$ cat config.mk
export PLATFORM = sky130hd
export DESIGN_NAME = cfg_msg_access
export DESIGN_NICKNAME = d
export VERILOG_FILES = /design/src/cfg_msg_pkg.sv /design/src/cfg_msg_access.sv
export SDC_FILE = /design/constraint.sdc
export NUM_CORES = 1
export LEC_CHECK = 0
export ABC_AREA = 1
export BUFFER_PORTS_ARGS = -buffer_cell sky130_fd_sc_hd__buf_4
export CAP_MARGIN = 10
export CORE_MARGIN = 1.5
export CORE_UTILIZATION = 40
export CTS_CLUSTER_SIZE = 10
export DETAILED_ROUTE_END_ITERATION = 7
export GPL_TIMING_DRIVEN = 0
export HOLD_SLACK_MARGIN = 0.08
export PLACE_DENSITY = 0.67
export SLEW_MARGIN = 20
export SYNTH_ARGS = -nofsm -noshare
export SYNTH_HDL_FRONTEND = slang
export SYNTH_SLANG_ARGS = --single-unit
$ cat constraint.sdc
create_clock -name core_clk_in -period 6.7 [get_ports core_clk_in]
set_input_delay 0.335 -clock core_clk_in [delete_from_list [all_inputs] [get_ports core_clk_in]]
set_output_delay 0.335 -clock core_clk_in [all_outputs]
set_load 0.02 [all_outputs]
$ cat src/cfg_msg_pkg.sv
// constants, tokens and carrier types for the configuration message interpreter
package cfg_msg_pkg;
    localparam logic [7:0] TOK_WRITE = 8'hC0;
    localparam logic [7:0] TOK_READ = 8'hC1;
    localparam logic [7:0] TOK_PREAD = 8'h25;
    localparam logic [7:0] TOK_ACK = 8'h03;
    localparam logic [7:0] TOK_NACK = 8'h04;
    localparam logic [7:0] TOK_END = 8'h01;
    localparam logic [7:0] NOREPLY_LOW = 8'hFF;
    localparam logic [7:0] PS_TYPE = 8'h0B;
    localparam int PS_SHIFT = 8;
    localparam logic [2:0] RID_LAST = 3'h2;
    localparam logic [2:0] REG_LAST_CFG = 3'h1;
    localparam logic [2:0] REG_LAST_PER = 3'h0;
    localparam logic [2:0] DATA_LAST = 3'h3;
    localparam logic [2:0] WORD_BYTES = 3'h4;
    localparam logic [7:0] SIZE_MAX = 8'h04;

    typedef struct packed {
        logic ctrl;
        logic [7:0] data;
    } token_t;

    typedef enum logic [1:0] {SPACE_TILE, SPACE_NODE, SPACE_PERIPH, SPACE_NONE} space_t;

    typedef struct packed {
        logic write;
        space_t space;
        logic [15:0] reg_num;
        logic [31:0] wdata;
        logic [7:0] size;
    } acc_req_t;

    typedef struct packed {
        logic write;
        logic [23:0] reg_num;
        logic [31:0] wdata;
    } ps_req_t;

    typedef enum logic [3:0] {
        ST_IDLE, ST_RID, ST_REG, ST_SIZE, ST_DATA, ST_END, ST_SKIP, ST_DECIDE, ST_WAIT, ST_REPLY, ST_TX
    } state_t;
endpackage
$ cat src/cfg_msg_access.sv
// configuration message interpreter: parses request tokens, runs the access, sends the reply
`timescale 1ns/1ps
`default_nettype none

// Behaviour
// - write whose reply id low byte is all ones gets no reply.
// - multi-byte fields travel most significant byte first, both directions.
// - status resource id holds register number above bit 7, type 0x0B low.
// - status read and write instructions move exactly one 32-bit word.
// - config write: token 192, reply id, 16-bit register, 32-bit data, token 1.
// - config read: token 193, reply id, 16-bit register, token 1.
// - write reply is tokens 3,1 on success, 4,1 on failure.
// - read reply is token 3, 32-bit value, token 1; else 4,1.
// - peripheral read: 37, reply id, register, size, 1; reply 3,data,1 or 4,1.
module cfg_msg_access (
    input wire logic core_clk_in,
    input wire logic arst_n_in,
    input wire logic rx_valid_in,
    input wire cfg_msg_pkg::token_t rx_tok_in,
    input wire cfg_msg_pkg::space_t rx_space_in,
    output logic rx_ready_out,
    output logic tx_valid_out,
    output cfg_msg_pkg::token_t tx_tok_out,
    output logic [23:0] tx_dest_out,
    input wire logic tx_ready_in,
    output logic acc_valid_out,
    output cfg_msg_pkg::acc_req_t acc_req_out,
    input wire logic acc_done_in,
    input wire logic acc_ok_in,
    input wire logic [31:0] acc_rdata_in,
    input wire logic ps_cmd_valid_in,
    input wire logic ps_cmd_write_in,
    input wire logic [31:0] ps_cmd_resid_in,
    input wire logic [31:0] ps_cmd_wdata_in,
    output logic ps_valid_out,
    output logic ps_bad_out,
    output cfg_msg_pkg::ps_req_t ps_req_out
);
    cfg_msg_pkg::state_t state_reg;
    cfg_msg_pkg::space_t space_reg;
    logic [23:0] rid_reg;
    logic [15:0] reg_num_reg;
    logic [31:0] wdata_reg;
    logic [31:0] rdata_reg;
    logic [7:0] size_reg;
    logic [2:0] cnt_reg;
    logic [2:0] tx_left_reg;
    logic write_reg;
    logic bad_reg;
    logic mute_reg;
    logic ok_reg;
    logic tx_valid_reg;
    cfg_msg_pkg::token_t tx_tok_reg;
    logic acc_valid_reg;
    logic rx_fire;
    logic tx_fire;
    logic is_end;
    logic periph;
    logic [2:0] reply_len;

    function automatic logic [31:0] push_byte(input logic [31:0] w, input logic [7:0] b);
        return {w[23:0], b};
    endfunction

    function automatic logic [31:0] align_top(input logic [31:0] w, input logic [2:0] n);
        logic [5:0] sh;
        sh = {3'(cfg_msg_pkg::WORD_BYTES - n), 3'b000};
        return w << sh;
    endfunction

    assign rx_ready_out = (state_reg == cfg_msg_pkg::ST_IDLE) || (state_reg == cfg_msg_pkg::ST_RID)
        || (state_reg == cfg_msg_pkg::ST_REG) || (state_reg == cfg_msg_pkg::ST_SIZE)
        || (state_reg == cfg_msg_pkg::ST_DATA) || (state_reg == cfg_msg_pkg::ST_END)
        || (state_reg == cfg_msg_pkg::ST_SKIP);
    assign rx_fire = rx_valid_in && rx_ready_out;
    assign tx_fire = tx_valid_reg && tx_ready_in;
    assign is_end = rx_tok_in.ctrl && (rx_tok_in.data == cfg_msg_pkg::TOK_END);
    assign periph = (space_reg == cfg_msg_pkg::SPACE_PERIPH);
    // peripheral reads return only the requested bytes
    assign reply_len = periph ? size_reg[2:0] : cfg_msg_pkg::WORD_BYTES;
    assign tx_valid_out = tx_valid_reg;
    assign tx_tok_out = tx_tok_reg;
    assign tx_dest_out = rid_reg;
    assign acc_valid_out = acc_valid_reg;

    // request parsing and reply sequencing
    always_ff @(posedge core_clk_in or negedge arst_n_in) begin
        if (!arst_n_in) begin
            state_reg <= cfg_msg_pkg::ST_IDLE;
            space_reg <= cfg_msg_pkg::SPACE_NONE;
            cnt_reg <= '0;
            write_reg <= 1'b0;
            bad_reg <= 1'b0;
            mute_reg <= 1'b0;
            ok_reg <= 1'b0;
            tx_left_reg <= '0;
            tx_valid_reg <= 1'b0;
            tx_tok_reg <= '0;
            acc_valid_reg <= 1'b0;
        end else begin
            acc_valid_reg <= 1'b0;
            case (state_reg)
                cfg_msg_pkg::ST_IDLE: begin
                    // stray data tokens between messages are dropped
                    if (rx_fire && rx_tok_in.ctrl) begin
                        space_reg <= rx_space_in;
                        cnt_reg <= '0;
                        mute_reg <= 1'b0;
                        write_reg <= (rx_tok_in.data == cfg_msg_pkg::TOK_WRITE);
                        if (((rx_tok_in.data == cfg_msg_pkg::TOK_WRITE || rx_tok_in.data == cfg_msg_pkg::TOK_READ)
                                && (rx_space_in == cfg_msg_pkg::SPACE_TILE
                                || rx_space_in == cfg_msg_pkg::SPACE_NODE))
                                || (rx_tok_in.data == cfg_msg_pkg::TOK_PREAD
                                && rx_space_in == cfg_msg_pkg::SPACE_PERIPH)) begin
                            bad_reg <= 1'b0;
                        end else begin
                            bad_reg <= 1'b1;
                        end
                        state_reg <= cfg_msg_pkg::ST_RID;
                    end
                end
                cfg_msg_pkg::ST_RID: begin
                    if (rx_fire && rx_tok_in.ctrl) begin
                        // no complete reply id, so nobody can be answered
                        mute_reg <= 1'b1;
                        state_reg <= is_end ? cfg_msg_pkg::ST_DECIDE : cfg_msg_pkg::ST_SKIP;
                    end else if (rx_fire) begin
                        cnt_reg <= cnt_reg + 3'h1;
                        if (cnt_reg == cfg_msg_pkg::RID_LAST) begin
                            cnt_reg <= '0;
                            state_reg <= cfg_msg_pkg::ST_REG;
                        end
                    end
                end
                cfg_msg_pkg::ST_REG, cfg_msg_pkg::ST_SIZE, cfg_msg_pkg::ST_DATA: begin
                    if (rx_fire && rx_tok_in.ctrl) begin
                        bad_reg <= 1'b1;
                        state_reg <= is_end ? cfg_msg_pkg::ST_DECIDE : cfg_msg_pkg::ST_SKIP;
                    end else if (rx_fire) begin
                        cnt_reg <= cnt_reg + 3'h1;
                        if (state_reg == cfg_msg_pkg::ST_REG
                                && cnt_reg == (periph ? cfg_msg_pkg::REG_LAST_PER : cfg_msg_pkg::REG_LAST_CFG)) begin
                            cnt_reg <= '0;
                            state_reg <= periph ? cfg_msg_pkg::ST_SIZE
                                : (write_reg ? cfg_msg_pkg::ST_DATA : cfg_msg_pkg::ST_END);
                        end else if (state_reg == cfg_msg_pkg::ST_SIZE) begin
                            if (rx_tok_in.data == 8'h00 || rx_tok_in.data > cfg_msg_pkg::SIZE_MAX) begin
                                bad_reg <= 1'b1;
                            end
                            state_reg <= cfg_msg_pkg::ST_END;
                        end else if (state_reg == cfg_msg_pkg::ST_DATA && cnt_reg == cfg_msg_pkg::DATA_LAST) begin
                            state_reg <= cfg_msg_pkg::ST_END;
                        end
                    end
                end
                cfg_msg_pkg::ST_END: begin
                    if (rx_fire && is_end) begin
                        state_reg <= cfg_msg_pkg::ST_DECIDE;
                    end else if (rx_fire) begin
                        bad_reg <= 1'b1;
                        state_reg <= cfg_msg_pkg::ST_SKIP;
                    end
                end
                cfg_msg_pkg::ST_SKIP: begin
                    if (rx_fire && is_end) begin
                        state_reg <= cfg_msg_pkg::ST_DECIDE;
                    end
                end
                cfg_msg_pkg::ST_DECIDE: begin
                    if (bad_reg || mute_reg) begin
                        ok_reg <= 1'b0;
                        state_reg <= cfg_msg_pkg::ST_REPLY;
                    end else begin
                        acc_valid_reg <= 1'b1;
                        state_reg <= cfg_msg_pkg::ST_WAIT;
                    end
                end
                cfg_msg_pkg::ST_WAIT: begin
                    if (acc_done_in) begin
                        ok_reg <= acc_ok_in;
                        state_reg <= cfg_msg_pkg::ST_REPLY;
                    end
                end
                cfg_msg_pkg::ST_REPLY: begin
                    if (mute_reg || (write_reg && rid_reg[7:0] == cfg_msg_pkg::NOREPLY_LOW)) begin
                        state_reg <= cfg_msg_pkg::ST_IDLE;
                    end else begin
                        tx_valid_reg <= 1'b1;
                        tx_tok_reg <= {1'b1, ok_reg ? cfg_msg_pkg::TOK_ACK : cfg_msg_pkg::TOK_NACK};
                        tx_left_reg <= (ok_reg && !write_reg) ? reply_len : 3'h0;
                        state_reg <= cfg_msg_pkg::ST_TX;
                    end
                end
                cfg_msg_pkg::ST_TX: begin
                    if (tx_fire) begin
                        if (tx_tok_reg.ctrl && tx_tok_reg.data == cfg_msg_pkg::TOK_END) begin
                            tx_valid_reg <= 1'b0;
                            state_reg <= cfg_msg_pkg::ST_IDLE;
                        end else if (tx_left_reg != 3'h0) begin
                            tx_tok_reg <= {1'b0, rdata_reg[31:24]};
                            tx_left_reg <= tx_left_reg - 3'h1;
                        end else begin
                            tx_tok_reg <= {1'b1, cfg_msg_pkg::TOK_END};
                        end
                    end
                end
                default: begin
                    state_reg <= cfg_msg_pkg::ST_IDLE;
                end
            endcase
        end
    end

    // field capture, most significant byte arriving first
    always_ff @(posedge core_clk_in or negedge arst_n_in) begin
        if (!arst_n_in) begin
            rid_reg <= '0;
            reg_num_reg <= '0;
            wdata_reg <= '0;
            size_reg <= '0;
        end else if (rx_fire && rx_tok_in.ctrl && state_reg == cfg_msg_pkg::ST_IDLE) begin
            // an 8-bit peripheral number must not inherit the last request's low byte as its high byte
            reg_num_reg <= '0;
        end else if (rx_fire && !rx_tok_in.ctrl) begin
            if (state_reg == cfg_msg_pkg::ST_RID) begin
                rid_reg <= 24'(push_byte({8'h00, rid_reg}, rx_tok_in.data));
            end
            if (state_reg == cfg_msg_pkg::ST_REG) begin
                reg_num_reg <= 16'(push_byte({16'h0000, reg_num_reg}, rx_tok_in.data));
            end
            if (state_reg == cfg_msg_pkg::ST_SIZE) begin
                size_reg <= rx_tok_in.data;
            end
            if (state_reg == cfg_msg_pkg::ST_DATA) begin
                wdata_reg <= push_byte(wdata_reg, rx_tok_in.data);
            end
        end
    end

    // read data held left-aligned so each send takes the top byte
    always_ff @(posedge core_clk_in or negedge arst_n_in) begin
        if (!arst_n_in) begin
            rdata_reg <= '0;
        end else if (state_reg == cfg_msg_pkg::ST_WAIT && acc_done_in) begin
            rdata_reg <= align_top(acc_rdata_in, reply_len);
        end else if (state_reg == cfg_msg_pkg::ST_TX && tx_fire && tx_left_reg != 3'h0) begin
            // shift as the top byte is loaded, or the first data byte goes out twice
            rdata_reg <= {rdata_reg[23:0], 8'h00};
        end
    end

    always_ff @(posedge core_clk_in or negedge arst_n_in) begin
        if (!arst_n_in) begin
            acc_req_out <= '0;
        end else if (state_reg == cfg_msg_pkg::ST_DECIDE) begin
            acc_req_out <= '{write: write_reg, space: space_reg, reg_num: reg_num_reg,
                wdata: wdata_reg, size: size_reg};
        end
    end

    // processor-status instruction port: one word per instruction
    always_ff @(posedge core_clk_in or negedge arst_n_in) begin
        if (!arst_n_in) begin
            ps_valid_out <= 1'b0;
            ps_bad_out <= 1'b0;
            ps_req_out <= '0;
        end else begin
            ps_valid_out <= ps_cmd_valid_in && (ps_cmd_resid_in[7:0] == cfg_msg_pkg::PS_TYPE);
            ps_bad_out <= ps_cmd_valid_in && (ps_cmd_resid_in[7:0] != cfg_msg_pkg::PS_TYPE);
            if (ps_cmd_valid_in) begin
                ps_req_out <= '{write: ps_cmd_write_in, reg_num: 24'(ps_cmd_resid_in >> cfg_msg_pkg::PS_SHIFT),
                    wdata: ps_cmd_wdata_in};
            end
        end
    end
endmodule

`default_nettype wire

=== After elaboration in Yosys (flattened, before gate mapping) ===
Index checks and enable logic that the tools add are counted.

* Bits in registers: 257
* Input port bits: 115
* Output and inout bits: 154
* Logic and storage cells: 210

* $add $sub $neg: 3
* Magnitude comparators: 1
* Eq/ne operators: 48
* Shifts and indexed selects: 1
* Muxes and demuxes: 70
* Bitwise gates (word level): 1
* Reductions and logical operators: 59

{| class="wikitable"
|+ Operator list
! cell !! count
|-
| 2-to-1 mux 32 bit || 2
|-
| 2-to-1 mux 4 bit || 16
|-
| 2-to-1 mux 16 bit || 3
|-
| 2-to-1 mux 3 bit || 15
|-
| 2-to-1 mux 9 bit || 4
|-
| one-hot mux 4 bit (9 select lines) || 1
|-
| << shifter 32 x 6 -> 32 bit || 1
|-
| != test 2 bit, second input constant || 14
|-
| equality test 8 bit, second input constant || 3
|-
| 2-to-1 mux 1 bit || 22
|-
| logical AND 1 bit || 19
|-
| != test 3 bit, second input constant || 6
|-
| one-hot mux 9 bit (2 select lines) || 1
|-
| equality test 4 x 3 -> 1 bit, second input constant || 4
|-
| equality test 8 x 1 -> 1 bit, second input constant || 2
|-
| AND reduction 3 bit || 5
|-
| equality test 4 bit, second input constant || 3
|-
| logical OR 1 bit || 12
|-
| nonzero test 2 bit || 6
|-
| AND reduction 10 bit || 1
|-
| one-hot mux 3 bit (3 select lines) || 1
|-
| nonzero test 3 bit || 3
|-
| equality test 4 x 2 -> 1 bit, second input constant || 2
|-
| equality test 8 x 4 -> 1 bit, second input constant || 1
|-
| other kinds (28) || 36
|}

=== Longest topological paths before layout ===
* Depth after elaboration: 12
* Gate-level depth with buffers: 12
* Depth with buffers taken out: 12

=== Least setup slack after synthesis ===
Ideal clock, no wire load.

* Kind: reg2reg
* From: register space_reg[1]
* To: register rdata_reg[28]
* Library setup time: 0.132 ns
* Data arrival time: 2.159 ns
* Required time: 6.568 ns
* Path slack: 4.409 ns
* Cell stages (with the launch flop): 11
* Buffers on the path: 2
* Period minus slack after synthesis: 2.291 ns
* Cells stage by stage: dfstp_2 > inv_1 > nor2_1 > nand2_1 > clkbuf_1 > ha_1 > inv_1 > clkbuf_1 > nand3_1 > o211ai_1 > a22oi_1

* Word-level cells in the longest chain between the ends: 5

{| class="wikitable"
|+ RTL lines
! element !! line !! text
|-
| start: declaration || cfg_msg_access.sv:40 || <nowiki>cfg_msg_pkg::space_t space_reg;</nowiki>
|-
| start signal: assignment || cfg_msg_access.sv:90 || <nowiki>space_reg <= cfg_msg_pkg::SPACE_NONE;</nowiki>
|-
| start signal: assignment || cfg_msg_access.sv:106 || <nowiki>space_reg <= rx_space_in;</nowiki>
|-
| equality test 2 bit || cfg_msg_access.sv:78 || <nowiki>assign periph = (space_reg == cfg_msg_pkg::SPACE_PERIPH);</nowiki>
|-
| 2-to-1 mux 3 bit || cfg_msg_access.sv:80 || <nowiki>assign reply_len = periph ? size_reg[2:0] : cfg_msg_pkg::WORD_BYTES;</nowiki>
|-
| subtractor 3 bit || cfg_msg_access.sv:67 || <nowiki>sh = {3'(cfg_msg_pkg::WORD_BYTES - n), 3'b000};</nowiki>
|-
| << shifter 32 x 6 -> 32 bit || cfg_msg_access.sv:68 || <nowiki>return w << sh;</nowiki>
|-
| 2-to-1 mux 32 bit || cfg_msg_access.sv:244 || <nowiki>end else if (state_reg == cfg_msg_pkg::ST_WAIT && acc_done_in) begin</nowiki>
|-
| end signal: assignment || cfg_msg_access.sv:245 || <nowiki>rdata_reg <= align_top(acc_rdata_in, reply_len);</nowiki>
|-
| end signal: assignment || cfg_msg_access.sv:248 || <nowiki>rdata_reg <= {rdata_reg[23:0], 8'h00};</nowiki>
|-
| end: declaration || cfg_msg_access.sv:44 || <nowiki>logic [31:0] rdata_reg;</nowiki>
|}

Every way passes these cells.
A chain may end at the register's enable or synchronous reset.

=== Worst setup path in the final report ===
* From: register space_reg[1]
* To: register rdata_reg[26]

The elaborated chain is that of the path after synthesis.

==> results.yml <==
run_status:
  status: "finished, final reports clean"
timing:
  maxSlewHeadroom_pct: 57.9
  worst_slew_pin_slew_ns: 0.631
  post-route-period-util_pct: 46.8
  timing.final.crit_period_ns: 3.14
  setup_slack_ns: 3.56
  worst_hold_slack_ns: 0.101
  rsz0062_at_grt: "no"
  setup-violations-final: 0
  max_freq_mhz: 319
  setup_tns_ns: 0
  finClkSkew_ns: 0.0149
  slew_viol_final: 0
  hold_viol: 0
final_layout:
  drive_gt1_share_pct: 19.8
  nets: 1818
  diodes: 0
  top_register: "acc_req_out"
  area_delta_synth_final_pct: 37.0
  reg.largest.list: "acc_req_out (59), ps_req_out (57)"
  fin_cells: 2086
  largest_reg_flops: 59
  final_core_util_pct: 56.1
  final_area_um2: 15200
setup_path:
  startpoint: "space_reg[1]"
  rr_worst_depth: 10
  r2r-start: "space_reg[1]"
  cp_data_arrival_time_ns: 3.55
  crit_fanout: 10
  cp.required_ns: 7.12
  end_kind: "flop"
  critPathLaunchType: "flop"
  rr_endpoint: "rdata_reg[26]"
  r2r_setup_slack_ns: 3.56
  crit_type: "reg -> reg"
worst_hold_path:
  min_path_type: "in -> reg"
  hold_path_end: "rdata_reg[4]"
  min-delay-start: "acc_rdata_in[4]"
  whs_path_depth: 3
cts:
  root_buffer: "clkbuf_16"
  cts.sinks: 257
  cts_tree: "yes"
  clockBufferDepth: 3
  clk_latency_ns: 0.55
  htreeDepth: 1
  clkSlewWorstSetupHoldPaths_ns: 0.06
  cts_inserted_buffers: 30
  post_cts_resized: 0
global_route:
  grt.met2_usage_pct: 37.9
  grt_overflow_total: 0
  grt_max_degree: 95
  met3_usage_pct: 4.69
  met1_usage_pct: 28.7
  grt_pass1_vias: 9996
  grtUsageTotal_pct: 22.0
  antenna_found_initial: 0
  busiest_layer: "met2"
  grt_pass1_wl_um: 51000
routing:
  first_iter_violations: 709
  wl_per_cell_um: 15.2
  drc_errors: 0
  viasPerCell: 4.81
  postRouteAntennaNets: 0
  routed_wirelength_um: 31700
  first_pass_iters: 5
  num_vias: 10038
placed_design:
  port_buffers: 268
  place_congestion: 0.877
  pre_cts_slack_ns: 3.67
  place_area_um2: 13600
  dp_hpwl_um: 22600
  dp_cells: 1965
synthesis:
  synth_fp_nets: 1444
  yosysTopAreaCellShare_pct: 57.5
  yosysSeqAreaShare_pct: 58.0
  synth_cell_types: 34
  avgSynthCellArea_um2: 8.38
  ys.flop_type: "dfrtp_1"
  synth-edff-count: 0
  synth-async-reset-ratio_pct: 100
  yosysMostFrequentCell: "nand2_1"
  yosysWarnings: 0
  synthTopCellsByCount: "nand2_1 (458), dfrtp_1 (255), o21ai_0 (157), inv_1 (126), nor2_1 (68)"
  ys_seq_elements: 257
  synth_area_leaders: "dfrtp_1 (58%), nand2_1 (16%), o21ai_0 (7.1%), inv_1 (4.3%), nand3_1 (2.8%)"
  yosys.area.top_type: "dfrtp_1"
  syn_inst: 1323
  syn-cell-area_um2: 11100
floorplan:
  coreArea_um2: 27100
  dieArea_um2: 28700
  io_pins: 269
  start_util_pct: 40.9
  die_h_um: 170
  fp-row-count: 60
  die_w_um: 170
power_and_ir_drop:
  irDropWorstVdd_v: 0.000188
  p_leak_nw: 7.78
  p_per_area_nw_per_um2: 402
  power.total_mw: 6.10
flow_run:
  cap_viol_max_count: 0
-- where the power goes --
group	internal (mW)	total [mW]	switching [mW]
combinational	0.849	2.23	1.38
clock	0.822	1.43	0.611
sequential	2.11	2.44	0.335
total	3.78	6.10	2.32
-- worst max-delay path, stage by stage, from the launching register on --
cell,delay (ns)
dfstp_2,0.54
inv_1,0.05
nor2_1,0.32
nand2_1,0.29
clkbuf_1,0.33
ha_1,0.50
inv_1,0.16
clkbuf_1,0.36
nand3_1,0.19
o211ai_1,0.17
a21oi_1,0.10
-- layout make-up --
type                       instances  area, um2
sequential                       257       6430
tap                              372        465
clock inverter                     3       28.8
clock buffer                      46        811
timing repair buffer             342       2800
fill                            2458      11900
inverter                         133        499
multi-input combinational        875       3910
buffer                            58        244
-- metal layers --
metal / vias up / wire, um
met4: 0 / 508
met2: 335 / 15200
met3: 33 / 2170
li1: 4969 / -
met5: - / 0
met1: 4701 / 13700
-- placed cells by master, fill, tap and decap left out, types with 8 or more instances in the layout --
cell type      Yosys  final
a21oi_1           55     55
clkbuf_16          0     30
o22ai_1           21     21
nand3_1           63     63
nand2_1          458    458
o211ai_1           8      8
o21a_1             8      8
buf_4              2    269
inv_1            126    126
o21ai_0          157    157
dlygate4sd3_1      0     72
nor2_1            68     68
clkbuf_1          38     54
dfrtp_1          255    255
buf_2             15     15
-- timing repair --
| action | in CTS | in global routing |
|---|---|---|
| buffers inserted | 0 | 0 |
| hold endpoints to repair | 152 | 0 |
| setup endpoints to repair | 0 | 0 |
| hold buffers | 72 | 0 |
-- worst max-delay path by stage --
stage                         end  slack, ns  depth (start not counted)
floorplan           rdata_reg[28]       4.41                         10
global placement    rdata_reg[30]       3.17                          1
detailed placement  rdata_reg[26]       3.67                         10
CTS                 rdata_reg[26]       3.66                         10
global route        rdata_reg[26]       3.42                         10
finish              rdata_reg[26]       3.56                         10
-- logic make-up (layout without fill, tap and decap cells) --
family / after synthesis / count (layout) / share of synthesized area [%]
flops: 257 / 257 / 58.0
simple gates: 610 / 610 / 21.9
compound gates: 257 / 257 / 12.6
xor+xnor: 2 / 2 / 0.158
buf+inv: 191 / 582 / 6.70
fa+ha+maj: 6 / 6 / 0.677
Note: power is estimated with default switching activity, not from simulation.
